## src/rtl/tpc_pkg.sv

```systemverilog
// Purpose: shared constants for the transmit payload control block
// Assumes: one framer copy per instance, 100 MHz system clock
// Notes:   offsets are byte addresses on the 10-bit processor port
package tpc_pkg;

    // direct register offsets of framer 0, copies step by the stride
    localparam logic [9:0] OFS_CONFIG    = 10'h030; // configuration
    localparam logic [9:0] OFS_STATUS    = 10'h031; // access status
    localparam logic [9:0] OFS_ADDR_CTRL = 10'h032; // address/control
    localparam logic [9:0] OFS_DATA_BUF  = 10'h033; // data buffer
    localparam int         STRIDE_SHIFT  = 7;       // stride 080h

    // field positions
    localparam int CFG_ENABLE_BIT = 0; // per_channel_enable
    localparam int STAT_BUSY_BIT  = 7; // busy flag
    localparam int AC_DIR_BIT     = 7; // access_direction, 1 = read

    // per-channel control byte
    localparam int CC_INVERT   = 7; // invert all bits
    localparam int CC_FILL     = 6; // fill_substitute_en
    localparam int CC_MW       = 5; // milliwatt_substitute_en
    localparam int CC_MSB_FLIP = 4; // msb_flip
    localparam int CC_TEST     = 3; // test pattern slot
    localparam int CC_LOOP     = 2; // payload loopback
    localparam int CC_ZCS_HI   = 1; // zero_suppress_mode msb
    localparam int CC_ZCS_LO   = 0; // zero_suppress_mode lsb

    // signaling control byte
    localparam int SC_SRC_SEL = 7; // signaling_source_sel
    localparam int SC_REPLACE = 6; // signaling_replace_en

    // zero suppression codes and the bits they force
    localparam logic [1:0] ZCS_OFF    = 2'h0;
    localparam logic [1:0] ZCS_ALWAYS = 2'h1;
    localparam logic [1:0] ZCS_B8_SIG = 2'h2;
    localparam logic [1:0] ZCS_B7     = 2'h3;
    localparam int         BIT8_POS   = 0; // bit 8 is the lsb
    localparam int         BIT7_POS   = 1;

    // indirect map
    localparam int         NUM_CH     = 24;
    localparam int         NUM_IND    = 72;
    localparam logic [6:0] IDX_FIRST  = 7'h01;
    localparam logic [6:0] IDX_LAST   = 7'h48;
    localparam logic [6:0] FILL_BASE  = 7'h18; // idle bytes 19h..30h
    localparam logic [6:0] SIG_BASE   = 7'h30; // signaling 31h..48h
    localparam logic [4:0] LAST_CH    = 5'h17;
    localparam logic [7:0] RESET_BYTE = 8'h00;

    // access timing
    localparam int CLK_PERIOD_NS = 10;
    localparam int ACCESS_NS     = 650;
    localparam int READ_NS       = 490;
    localparam int ACCESS_CYC = (ACCESS_NS + CLK_PERIOD_NS - 1)
                                / CLK_PERIOD_NS; // least, rounded up
    localparam int READ_CYC   = READ_NS / CLK_PERIOD_NS; // longest
    localparam logic [6:0] ACCESS_CNT = 7'(ACCESS_CYC);
    localparam logic [6:0] XFER_CNT   = 7'(READ_CYC - 1);

    typedef enum logic {IA_IDLE, IA_ACCESS} tpc_state_t;

    // index inside the documented window
    function automatic logic idx_valid(input logic [6:0] idx);
        return (idx >= IDX_FIRST) && (idx <= IDX_LAST);
    endfunction

    // digital milliwatt sequence, eight bytes per cycle
    function automatic logic [7:0] mw_byte(input logic [2:0] ph);
        case (ph)
            3'h0, 3'h3: return 8'h1e;
            3'h1, 3'h2: return 8'h0b;
            3'h4, 3'h7: return 8'h9e;
            default:    return 8'h8b;
        endcase
    endfunction

endpackage

```

## src/rtl/tpc_chan_proc.sv

```systemverilog
// Purpose: per-channel byte and signaling manipulation, combinational
// Assumes: caller registers the results
// Notes:   later assignments override earlier ones, lowest rank first
`timescale 1ns/1ps
`default_nettype none
module tpc_chan_proc (
    input  wire logic       enable,    // per-channel functions on
    input  wire logic [7:0] ctrl,      // per-channel control byte
    input  wire logic [7:0] fill,      // stored idle code
    input  wire logic [7:0] sig_ctrl,  // signaling control byte
    input  wire logic [7:0] raw,       // incoming channel byte
    input  wire logic [3:0] sig_in,    // incoming signaling nibble
    input  wire logic       sig_frame, // signaling frame flag
    input  wire logic [7:0] mw,        // milliwatt byte now due
    input  wire logic [7:0] gen,       // generator byte
    input  wire logic [7:0] loop,      // looped receive byte
    input  wire logic       loop_ok,   // loopback timing allowed
    input  wire logic       pat_sel,   // 1 = extract to detector
    output logic      [7:0] out_byte,  // processed byte
    output logic      [3:0] sig_out,   // chosen signaling
    output logic            extract,   // byte goes to detector
    output logic            gen_take   // generator byte consumed
);
    // byte pipeline, lowest priority first
    always_comb begin
        out_byte = raw;
        sig_out  = sig_in;
        extract  = 1'b0;
        gen_take = 1'b0;
        if (enable) begin
            case ({ctrl[tpc_pkg::CC_INVERT],
                   ctrl[tpc_pkg::CC_MSB_FLIP]})
                2'b01:   out_byte = raw ^ 8'h80;
                2'b10:   out_byte = ~raw;
                2'b11:   out_byte = raw ^ 8'h7f;
                default: out_byte = raw;
            endcase
            if (ctrl[tpc_pkg::CC_FILL]) begin
                out_byte = fill;
            end
            // test slots form one concatenated stream
            if (ctrl[tpc_pkg::CC_TEST]) begin
                if (pat_sel) begin
                    extract = 1'b1;
                end else begin
                    out_byte = gen;
                    gen_take = 1'b1;
                end
            end
            if (ctrl[tpc_pkg::CC_MW]) begin
                out_byte = mw;
            end
            if (ctrl[tpc_pkg::CC_LOOP] && loop_ok) begin
                out_byte = loop;
            end
            // zero suppression ranks just below extraction
            case (ctrl[tpc_pkg::CC_ZCS_HI:tpc_pkg::CC_ZCS_LO])
                tpc_pkg::ZCS_ALWAYS: begin
                    out_byte[tpc_pkg::BIT8_POS] = 1'b1;
                end
                tpc_pkg::ZCS_B8_SIG: begin
                    if (out_byte == 8'h00 && sig_frame) begin
                        out_byte[tpc_pkg::BIT7_POS] = 1'b1;
                    end else if (out_byte == 8'h00) begin
                        out_byte[tpc_pkg::BIT8_POS] = 1'b1;
                    end
                end
                tpc_pkg::ZCS_B7: begin
                    if (out_byte == 8'h00) begin
                        out_byte[tpc_pkg::BIT7_POS] = 1'b1;
                    end
                end
                default: begin
                    out_byte = out_byte;
                end
            endcase
            // source select only counts when replace is set
            if (sig_ctrl[tpc_pkg::SC_REPLACE]) begin
                sig_out = sig_ctrl[tpc_pkg::SC_SRC_SEL] ?
                          sig_ctrl[3:0] : sig_in;
            end
        end
    end
endmodule
`default_nettype wire

```

## src/rtl/tpc_payload_ctrl.sv

```systemverilog
// Purpose: transmit per-channel payload controller of one framer
// Assumes: processor strobes and channel bytes are clk-synchronous
// Notes:   channel bytes arrive already deserialised, one per strobe
//
// Contract
// - register copy at 030h, stride 080h per framer
// - per-channel operations only when enable set
// - busy flag bit 7 refuses new accesses
// - access lasts 650 ns, busy then clears
// - address/control write starts an access
// - direction bit 7: 0 write, 1 read
// - seven-bit index valid from 01h to 48h
// - read byte lands in buffer within 490 ns
// - indirect map: control, idle, signaling bytes
// - two inversion bits select flip pattern
// - idle bit substitutes stored idle code
// - milliwatt bit substitutes milliwatt pattern
// - test bit extracts or inserts pattern data
// - test slots form one continuous stream
// - loopback with receive clock master mode
// - slave loopback needs identical clocks, pulses
// - code 01 forces bit 8 always
// - code 10 forces bit 8, bit 7 signaling
// - code 11 forces bit 7; 00 off
// - operation priority, extraction highest, inversion lowest
// - source select acts only when replace set
// - select 0 pin nibble, 1 stored nibble
// - replace bit clear passes signaling through
`timescale 1ns/1ps
`default_nettype none
module tpc_payload_ctrl #(
    parameter logic [2:0] FRAMER_IDX = 3'h0  // framer copy number
) (
    input  wire logic       clk,                  // 100 MHz clock
    input  wire logic       arst_n,               // async reset, low
    input  wire logic [9:0] cpu_addr,             // register address
    input  wire logic       cpu_cs,               // chip select
    input  wire logic       cpu_wr,               // write strobe
    input  wire logic       cpu_rd,               // read strobe
    input  wire logic [7:0] cpu_wdata,            // write data
    output logic      [7:0] cpu_rdata,            // read data
    input  wire logic       ch_valid,             // channel byte strobe
    input  wire logic [4:0] ch_num,               // channel 0..23
    input  wire logic [7:0] transmit_serial_data, // channel byte in
    input  wire logic [3:0] transmit_signaling_input, // abcd in
    input  wire logic       sig_frame,            // signaling frame
    input  wire logic [7:0] loop_data,            // receive payload
    input  wire logic       rx_clock_master,      // rx master mode
    input  wire logic       tx_clock_slave,       // tx slave mode
    input  wire logic       timing_identical,     // clocks, pulses same
    input  wire logic       pattern_direction_sel, // 1 = detect
    input  wire logic [7:0] pattern_gen_data,     // generator byte
    output logic            pattern_gen_take,     // generator pop
    output logic            pattern_det_valid,    // detector strobe
    output logic      [7:0] pattern_det_data,     // detector byte
    output logic            out_valid,            // processed strobe
    output logic      [4:0] out_num,              // its channel
    output logic      [7:0] out_data,             // processed byte
    output logic      [3:0] sig_out               // signaling out
);

    // reset release through two flops
    logic rst_meta_reg;  // first stage
    logic rst_n;         // released reset

    always_ff @(posedge clk or negedge arst_n) begin
        if (!arst_n) begin
            rst_meta_reg <= 1'b0;
            rst_n        <= 1'b0;
        end else begin
            rst_meta_reg <= 1'b1;
            rst_n        <= rst_meta_reg;
        end
    end

    // register state
    logic [7:0]          config_reg;    // tx_channel_ctrl_config
    logic [7:0]          addr_ctrl_reg; // indirect_addr_ctrl
    logic [7:0]          data_buf_reg;  // indirect_data_buffer
    logic [7:0]          mem [tpc_pkg::NUM_IND]; // indirect bytes
    tpc_pkg::tpc_state_t state_reg;     // access engine state
    logic [6:0]          cnt_reg;       // cycles into the access
    logic [2:0]          mw_phase_reg;  // milliwatt frame phase

    // bus decode
    logic [9:0] off;        // address relative to this copy
    logic       wr_hit;     // write strobe
    logic       rd_hit;     // read strobe
    logic       busy;       // access in progress
    logic       start;      // accepted access request
    logic       xfer;       // data moves this cycle
    logic [6:0] ac_slot;    // array slot of the access

    // each framer copy sits one stride above the last
    assign off = cpu_addr - {FRAMER_IDX, 7'h00};
    assign wr_hit = cpu_cs && cpu_wr;
    assign rd_hit = cpu_cs && cpu_rd;
    assign busy   = (state_reg == tpc_pkg::IA_ACCESS);
    // out-of-range index writes store but start nothing
    assign start  = wr_hit && !busy
                    && (off == tpc_pkg::OFS_ADDR_CTRL)
                    && tpc_pkg::idx_valid(cpu_wdata[6:0]);
    assign xfer    = busy && (cnt_reg == tpc_pkg::XFER_CNT);
    assign ac_slot = addr_ctrl_reg[6:0] - tpc_pkg::IDX_FIRST;

    // direct register writes
    // address/control and buffer are frozen while busy, so a
    // careless host cannot corrupt the cycle under way
    always_ff @(posedge clk or negedge rst_n) begin
        if (!rst_n) begin
            config_reg    <= tpc_pkg::RESET_BYTE;
            addr_ctrl_reg <= tpc_pkg::RESET_BYTE;
        end else if (wr_hit) begin
            if (off == tpc_pkg::OFS_CONFIG) begin
                config_reg <= cpu_wdata;
            end else if (off == tpc_pkg::OFS_ADDR_CTRL && !busy) begin
                addr_ctrl_reg <= cpu_wdata;
            end
        end
    end

    // data buffer: host load, or engine read result
    always_ff @(posedge clk or negedge rst_n) begin
        if (!rst_n) begin
            data_buf_reg <= tpc_pkg::RESET_BYTE;
        end else if (xfer && addr_ctrl_reg[tpc_pkg::AC_DIR_BIT]) begin
            data_buf_reg <= mem[ac_slot];
        end else if (wr_hit && !busy
                     && off == tpc_pkg::OFS_DATA_BUF) begin
            data_buf_reg <= cpu_wdata;
        end
    end

    // access engine: one fixed-length cycle per request
    always_ff @(posedge clk or negedge rst_n) begin
        if (!rst_n) begin
            state_reg <= tpc_pkg::IA_IDLE;
            cnt_reg   <= 7'h00;
        end else begin
            case (state_reg)
                tpc_pkg::IA_IDLE: begin
                    if (start) begin
                        state_reg <= tpc_pkg::IA_ACCESS;
                        cnt_reg   <= 7'h01;
                    end
                end
                tpc_pkg::IA_ACCESS: begin
                    cnt_reg <= cnt_reg + 7'h01;
                    // busy drops after the full access time
                    if (cnt_reg == tpc_pkg::ACCESS_CNT) begin
                        state_reg <= tpc_pkg::IA_IDLE;
                        cnt_reg   <= 7'h00;
                    end
                end
                default: begin
                    state_reg <= tpc_pkg::IA_IDLE;
                    cnt_reg   <= 7'h00;
                end
            endcase
        end
    end

    // indirect bytes, cleared so a bypassed block stays defined
    always_ff @(posedge clk or negedge rst_n) begin
        if (!rst_n) begin
            for (int i = 0; i < tpc_pkg::NUM_IND; i++) begin
                mem[i] <= tpc_pkg::RESET_BYTE;
            end
        end else if (xfer && !addr_ctrl_reg[tpc_pkg::AC_DIR_BIT]) begin
            mem[ac_slot] <= data_buf_reg;
        end
    end

    // read port, answers one cycle after the strobe
    always_ff @(posedge clk or negedge rst_n) begin
        if (!rst_n) begin
            cpu_rdata <= 8'h00;
        end else if (rd_hit) begin
            case (off)
                tpc_pkg::OFS_CONFIG:    cpu_rdata <= config_reg;
                tpc_pkg::OFS_STATUS:    cpu_rdata <= {busy, 7'h00};
                tpc_pkg::OFS_ADDR_CTRL: cpu_rdata <= addr_ctrl_reg;
                tpc_pkg::OFS_DATA_BUF:  cpu_rdata <= data_buf_reg;
                default:                cpu_rdata <= 8'h00;
            endcase
        end
    end

    // channel lookup
    logic       ch_ok;     // strobe for a legal channel
    logic [6:0] ch_slot;   // control byte slot
    logic       loop_ok;   // loopback timing permitted
    logic [7:0] proc_byte; // processed byte
    logic [3:0] proc_sig;  // processed signaling
    logic       proc_ext;  // extraction request
    logic       proc_take; // generator consumption

    assign ch_ok   = ch_valid && (ch_num <= tpc_pkg::LAST_CH);
    assign ch_slot = {2'b00, ch_num};
    // slave loopback has no elastic store, so timing must match
    assign loop_ok = rx_clock_master
                     || (tx_clock_slave && timing_identical);

    // milliwatt phase advances once per frame
    always_ff @(posedge clk or negedge rst_n) begin
        if (!rst_n) begin
            mw_phase_reg <= 3'h0;
        end else if (ch_ok && ch_num == tpc_pkg::LAST_CH) begin
            mw_phase_reg <= mw_phase_reg + 3'h1;
        end
    end

    tpc_chan_proc u_proc (
        .enable    (config_reg[tpc_pkg::CFG_ENABLE_BIT] && ch_ok),
        .ctrl      (mem[ch_slot]),
        .fill      (mem[ch_slot + tpc_pkg::FILL_BASE]),
        .sig_ctrl  (mem[ch_slot + tpc_pkg::SIG_BASE]),
        .raw       (transmit_serial_data),
        .sig_in    (transmit_signaling_input),
        .sig_frame (sig_frame),
        .mw        (tpc_pkg::mw_byte(mw_phase_reg)),
        .gen       (pattern_gen_data),
        .loop      (loop_data),
        .loop_ok   (loop_ok),
        .pat_sel   (pattern_direction_sel),
        .out_byte  (proc_byte),
        .sig_out   (proc_sig),
        .extract   (proc_ext),
        .gen_take  (proc_take)
    );

    // generator pop is a handshake, left combinational
    assign pattern_gen_take = proc_take && rst_n;

    // output stage, one cycle behind the input strobe
    always_ff @(posedge clk or negedge rst_n) begin
        if (!rst_n) begin
            out_valid         <= 1'b0;
            out_num           <= 5'h00;
            out_data          <= 8'h00;
            sig_out           <= 4'h0;
            pattern_det_valid <= 1'b0;
            pattern_det_data  <= 8'h00;
        end else begin
            out_valid         <= ch_valid;
            pattern_det_valid <= proc_ext;
            if (ch_valid) begin
                out_num  <= ch_num;
                out_data <= proc_byte;
                sig_out  <= proc_sig;
            end
            // extraction sees the raw byte, before any change
            if (proc_ext) begin
                pattern_det_data <= transmit_serial_data;
            end
        end
    end

    logic [7:0] chk_byte_reg;  // value expected after an access

    always_ff @(posedge clk or negedge rst_n) begin
        if (!rst_n) begin
            chk_byte_reg <= 8'h00;
        end else if (start) begin
            chk_byte_reg <= cpu_wdata[tpc_pkg::AC_DIR_BIT] ?
                            mem[cpu_wdata[6:0] - tpc_pkg::IDX_FIRST]
                            : data_buf_reg;
        end
    end

    logic en_now;  // block enable seen by the datapath
    assign en_now = config_reg[tpc_pkg::CFG_ENABLE_BIT];
endmodule
`default_nettype wire

```

## config.mk

```make
export PLATFORM = sky130hd
export DESIGN_NAME = tpc_payload_ctrl
export DESIGN_NICKNAME = d
export VERILOG_FILES = /design/src/rtl/tpc_pkg.sv /design/src/rtl/tpc_chan_proc.sv /design/src/rtl/tpc_payload_ctrl.sv
export SDC_FILE = /design/constraint.sdc
export NUM_CORES = 1
export LEC_CHECK = 0
export BUFFER_PORTS_ARGS = -buffer_cell sky130_fd_sc_hd__buf_2
export CORE_MARGIN = 8
export CORE_UTILIZATION = 55
export DETAILED_ROUTE_END_ITERATION = 16
export PLACE_DENSITY = 0.72
export SYNTH_ARGS = -nofsm -noshare
export SYNTH_HDL_FRONTEND = slang
export SYNTH_SLANG_ARGS = --single-unit
```

## constraint.sdc

```tcl
create_clock -name clk -period 56.7 [get_ports clk]
set_input_delay 5.67 -clock clk [delete_from_list [all_inputs] [get_ports clk]]
set_output_delay 5.67 -clock clk [all_outputs]
set_load 0.1 [all_outputs]
```

======== Yosys cells after proc, flatten, opt, wreduce, memory -nomap -nowiden ========
Cells that the tools add are included.
storage, ports and cells
  word-level logic and storage cells ...... 206
  output and inout bits ................... 36
  flip-flop bits (word level) ............. 648
  bits of input ports ..................... 62
cells by class
  bitwise logic cells ..................... 9
  add/sub/neg operators ................... 5
  reductions and logical operators ........ 30
  muxes and demuxes ....................... 48
  equality and inequality tests ........... 19
  $lt $le $gt $ge ......................... 8
operators by type and width
  cell                                                                     count
  576-bit bitwise mux                                                      1
  8-bit binary-select mux with 7-bit select                                4
  8-bit 2-to-1 mux                                                         18
  8-bit demux with 7-bit select                                            1
  8-bit one-hot mux with 3 select lines                                    2
  10-bit by 6-bit equality test with 1-bit output (second input constant)  4
  8-bit >= comparator (second input constant)                              4
  8-bit one-hot mux with 4 select lines                                    1
  1-bit logical AND                                                        19
  7-bit inverter with 8-bit output                                         2
  7-bit 2-to-1 mux                                                         2
  7-bit one-hot mux with 2 select lines                                    1
  1-bit 2-to-1 mux                                                         12
  4-bit 2-to-1 mux                                                         3
  2-bit equality test (second input constant)                              4
  8-bit logical NOT                                                        1
  8-bit by 1-bit < comparator with 1-bit output (second input constant)    1
  5-bit inverter with 8-bit output                                         1
  6-bit inverter with 8-bit output                                         1
  8-bit inverter                                                           1
  5-bit by 6-bit adder with 7-bit output (second input constant)           1
  7-bit by 1-bit adder with 7-bit output (second input constant)           1
  7-bit by 6-bit equality test with 1-bit output (second input constant)   1
  7-bit equality test (second input constant)                              1
  22 further kinds                                                         32

======== Logic depth before layout (Yosys ltp) ========
  depth in word-level cells ............... 17
  depth in mapped cells ................... 17
  mapped depth without buffers ............ 12

======== By module ========
Synthesis repeated with hierarchy kept, for this count alone.
second synthesis, totals
  cell total of the unflattened synthesis .. 2,640
  area total of the unflattened synthesis .. 36,095.9 µm²
modules (own cells, without submodules)
  module            cells an instance  area each (µm²)  instances  seq. area each (µm²)
  tpc_payload_ctrl  2,541              35,358.9         1          16,215.6
  tpc_chan_proc     99                 737.0            1          0.0

======== Worst setup path before layout ========
OpenSTA, ideal clock, no wires.
  path type ............................... register -> output
  from .................................... reg rst_n
  to ...................................... out pattern_gen_take
  stages on the path, launching flop included .. 2
  arrival time ............................ 16.578 ns
  slack ................................... 34.452 ns
  required time ........................... 51.030 ns
  buffers on the path ..................... 0
  path through ............................ dfrtp_1 -> and3_1
on the way
  cells in the longest elaborated chain, start to end .. 1
RTL lines
  item                    RTL line                 text
  from (decl)             tpc_payload_ctrl.sv:64   logic rst_n;
  from (signal assigned)  tpc_payload_ctrl.sv:72   rst_n <= rst_meta_reg;
  1-bit logical AND       tpc_payload_ctrl.sv:233  assign pattern_gen_take = proc_take && rst_n;
  to (decl)               tpc_payload_ctrl.sv:53   output logic pattern_gen_take,
Every way passes these cells.

======== Worst setup path after layout ========
  from .................................... in ch_num[2]
  to ...................................... out pattern_gen_take
on the way
  cells in the longest elaborated chain, start to end .. 7
  elaborated cells between the ends (all ways) .. 10
  classes of those cells .................. order compare (1); mux (5); bitwise (1); reduce/logical (3)
RTL lines
  item                                                    RTL line                 text
  from (decl)                                             tpc_payload_ctrl.sv:43   input wire logic [4:0] ch_num,
  5-bit inverter with 8-bit output (implied by the code)  tpc_payload_ctrl.sv:215  .ctrl (mem[ch_slot]),
  8-bit binary-select mux with 7-bit select               tpc_payload_ctrl.sv:215
  8-bit 2-to-1 mux (implied by the code) (2 in series)    tpc_payload_ctrl.sv:215
  1-bit 2-to-1 mux                                        tpc_chan_proc.sv:42      if (ctrl[tpc_pkg::CC_TEST]) begin
  1-bit 2-to-1 mux *                                      tpc_chan_proc.sv:30      if (enable) begin
  1-bit logical AND *                                     tpc_payload_ctrl.sv:233
Every way passes the cells marked *; elsewhere a longest branch is shown, timed or not. The select of a mux whose other input is x is not followed.

==> flow_summary.ini <==
[timing]
worst_pin_slew_ns = 1.357
hold_viol = 0
fmax_ghz = 0.06605
skew_ns = 0.02503
tns_ns = 0
period_share_pct = 26.70
drv_slew = 0
rsz0062_at_grt = false
period_needed_ns = 15.14
setup_viol = 0
relSlewSlack_pct = 9.200

[logic_synthesis]
synth_compound_area_share_pct = 6.800
synth_area_leader_cell = dfrtp_1
ys_ff_latch = 648
synth_area_leaders = dfrtp_1, mux2_2, mux2i_1
synth_cell_types = 74
synth_adder_area_share_pct = 0.5594
synth_top_cell_area_share_pct = 45.31
synth_warnings = 0
synth_top_family_by_area = multiplexers
yosys-top-cells-count = dfrtp_1, mux2_2, mux2i_1
yosys.cell_count.top_type = dfrtp_1
synth_fp_nets = 2893
synth.area.mux_share_pct = 38.75
ys.flop_type = dfrtp_1
synth_area_per_cell_sq_um = 12.71
synth_xor_area_share_pct = 0.4405
seq_area_frac_synth_pct = 45.31
synthArstFlopShare_pct = 100.0
synth_cells = 2815
synth_area_sq_um = 35790
synth_simple_gate_area_share_pct = 4.933
synth_edf_count = 0

[global_route]
antenna_found_initial = 1
grt-ovfl-total = 0
grt_max_degree = 129
grt_usage_pct = 29.75
grt_pass1_vias = 25942
grt_pass1_wl_mm = 168.6

[finish]
nets = 2901
largest_reg_flops = 576
top_register = mem
area_growth_syn_to_layout_pct = 9.967
drive_gt1_share_pct = 36.93
n_fill_cell = 4976

[detailed_routing]
ant_nets = 0
via_per_inst = 6.852
drtPass1Iterations = 5
drt_iter0_drc = 2874
remaining_drc_errors = 0
drt-total-wl_mm = 111.0
vias = 25626
wl_per_cell_um = 29.69

[place]
portBuffers = 97
gp_congestion = 0.9415
dp.final_hpwl_mm = 73.22

[pwr]
switching_share_pct = 23.96
p_clk_share_pct = 48.8
power_mw = 1.030
power_frac_comb_pct = 5.9
p_switching_mw = 0.2469
p_leak_nw = 19.96
seq_power_share_pct = 45.3
ir_worst_vdd_mv = 0.01843
intPower_mw = 0.7834
powerDensity_nw_per_um2 = 26.18

[clocking]
numClockSinks = 648
cts_inserted_buffers = 74
htreeDepth = 3
clk_pin_slew_ns = 0.06
clockBufferDepth = 3
holdBufCountCts = 0
cts_setup_buffers = 0
cts_tree = done
cts-root-buf = clkbuf_16
cts_repair_resize_count = 0
clock_latency_ns = 0.63

[critical_path]
arrival_ns = 9.47
cp.required_ns = 51.03
cp-start-kind = primary input
crit_type = in2out
crit_fanout = 36
cp-end-kind = primary output

[die]
die_area_sq_um = 73490
boundaryPins = 98
core_sq_um = 64350
start_util_pct = 55.62
die_w_um = 271.1
fp.dieH_um = 271.1
num_rows = 93

[job]
maxCapViolations = 0

[outcome]
status = completed

[min_path]
hold_path_class = reg2async
## cell usage in the layout, fill, tap and decap left out, types with 5 or more instances in the layout
| master | Yosys | final |
|---|---|---|
| nand3_1 | 21 | 21 |
| xnor2_1 | 8 | 6 |
| mux2_2 | 638 | 638 |
| o31ai_1 | 5 | 5 |
| ha_1 | 16 | 16 |
| xor2_1 | 10 | 8 |
| dfrtp_1 | 648 | 638 |
| clkbuf_16 | 0 | 77 |
| clkinv_2 | 0 | 15 |
| clkbuf_8 | 0 | 11 |
| mux2i_1 | 373 | 373 |
| a31oi_1 | 14 | 14 |
| nand2_1 | 110 | 108 |
| a211oi_1 | 11 | 11 |
| inv_1 | 22 | 22 |
| bufinv_16 | 0 | 8 |
| a22oi_1 | 38 | 38 |
| a21oi_1 | 35 | 35 |
| and3_1 | 10 | 10 |
| or3_1 | 13 | 13 |
| and2_1 | 8 | 8 |
| buf_4 | 8 | 49 |
| clkbuf_1 | 123 | 16 |
| nor2b_1 | 10 | 10 |
| o21ai_0 | 47 | 47 |
| nor3_1 | 60 | 60 |
| dfrtp_2 | 0 | 8 |
| a221oi_1 | 8 | 8 |
| a311oi_1 | 5 | 5 |
| buf_2 | 43 | 95 |
| o311ai_0 | 14 | 14 |
| mux4_2 | 124 | 124 |
| o22ai_1 | 134 | 134 |
| nand4_1 | 10 | 10 |
| nor2_1 | 122 | 122 |
| o211ai_1 | 11 | 11 |
## layer usage
metal  vias up  track usage [%]  wire (um)
met5         -                0         14
met4         2            12.36       5009
met3       269            6.387       9975
met2      1283            45.10      50470
met1     13397            41.40      45580
li1      10675                -          -
## power by group through the flow
stage / Combinational (mW) / Sequential, mW / Clock [mW]
final: 0.0607 / 0.467 / 0.502
after global routing: 0.0651 / 0.467 / 0.529
after CTS: 0.0607 / 0.467 / 0.509
after detailed placement: 0.0605 / 0.475 / 0
after global placement: 0.0596 / 0.475 / 0
after floorplan: 0.0296 / 0.491 / 0
## through the flow
step	hold slack (ns)	cell area (sq um)	std cells	setup slack, ns	utilization, %
2_1_floorplan	0.3312	35790	2815	34.45	-
3_3_place_gp	0.3268	36790	3602	41.81	57.17
3_5_place_dp	0.3339	36790	3602	41.71	57.17
4_1_cts	0.3315	39350	3739	41.69	61.16
5_1_grt	0.3557	39350	3739	41.52	61.16
6_report	0.3146	39360	3740	41.56	61.16
## critical path, cell delays in order
cell and delay (ns):
buf_2 0.48, buf_4 0.63, nor2b_1 0.93, a22o_1 0.30, a221oi_1 0.06, mux4_2 0.59, and2_1 0.28, and3_1 0.19
buf_2 0.29
## worst paths after layout
| kind | start | endpoint | slack, ns | depth (start not counted) |
|---|---|---|---|---|
| max | ch_num[2] | pattern_gen_take | 41.56 | 9 |
| min | rst_n$_DFF_PN0_ | mem[79]$_DFFE_PN0P_ | 0.31 | 0 |
| max reg2reg | addr_ctrl_reg[0]$_DFFE_PN0P_ | data_buf_reg[1]$_DFFE_PN0P_ | 50.98 | 12 |
| min reg2reg | rst_n$_DFF_PN0_ | mem[79]$_DFFE_PN0P_ | 0.31 | 0 |
| max in group asynchronous | arst_n | rst_n$_DFF_PN0_ | 51.75 | 1 |
| min in group clk | rst_meta_reg$_DFF_PN0_ | rst_n$_DFF_PN0_ | 0.36 | 0 |
## cell type report
class	instances	area (sq um)	area share, %
Antenna cell	1	2.502	0.006358
Clock buffer	104	2138	5.433
Inverter	24	90.09	0.2289
Timing Repair Buffer	149	929.6	2.362
Clock inverter	33	425.4	1.081
Tap cell	855	1070	2.718
Multi-Input combinational cell	1926	18470	46.92
Sequential cell	648	16230	41.25
## logic make-up (layout without fill, tap and decap cells)
kind of cell	Yosys count	count (layout)
flops	648	648
mux	1142	1142
fa+ha+maj	16	16
other cells	1	2
buf+inv	241	310
compound gates	362	362
xor+xnor	18	18
simple gates	387	387
Note: power is estimated with default switching activity, not from simulation.
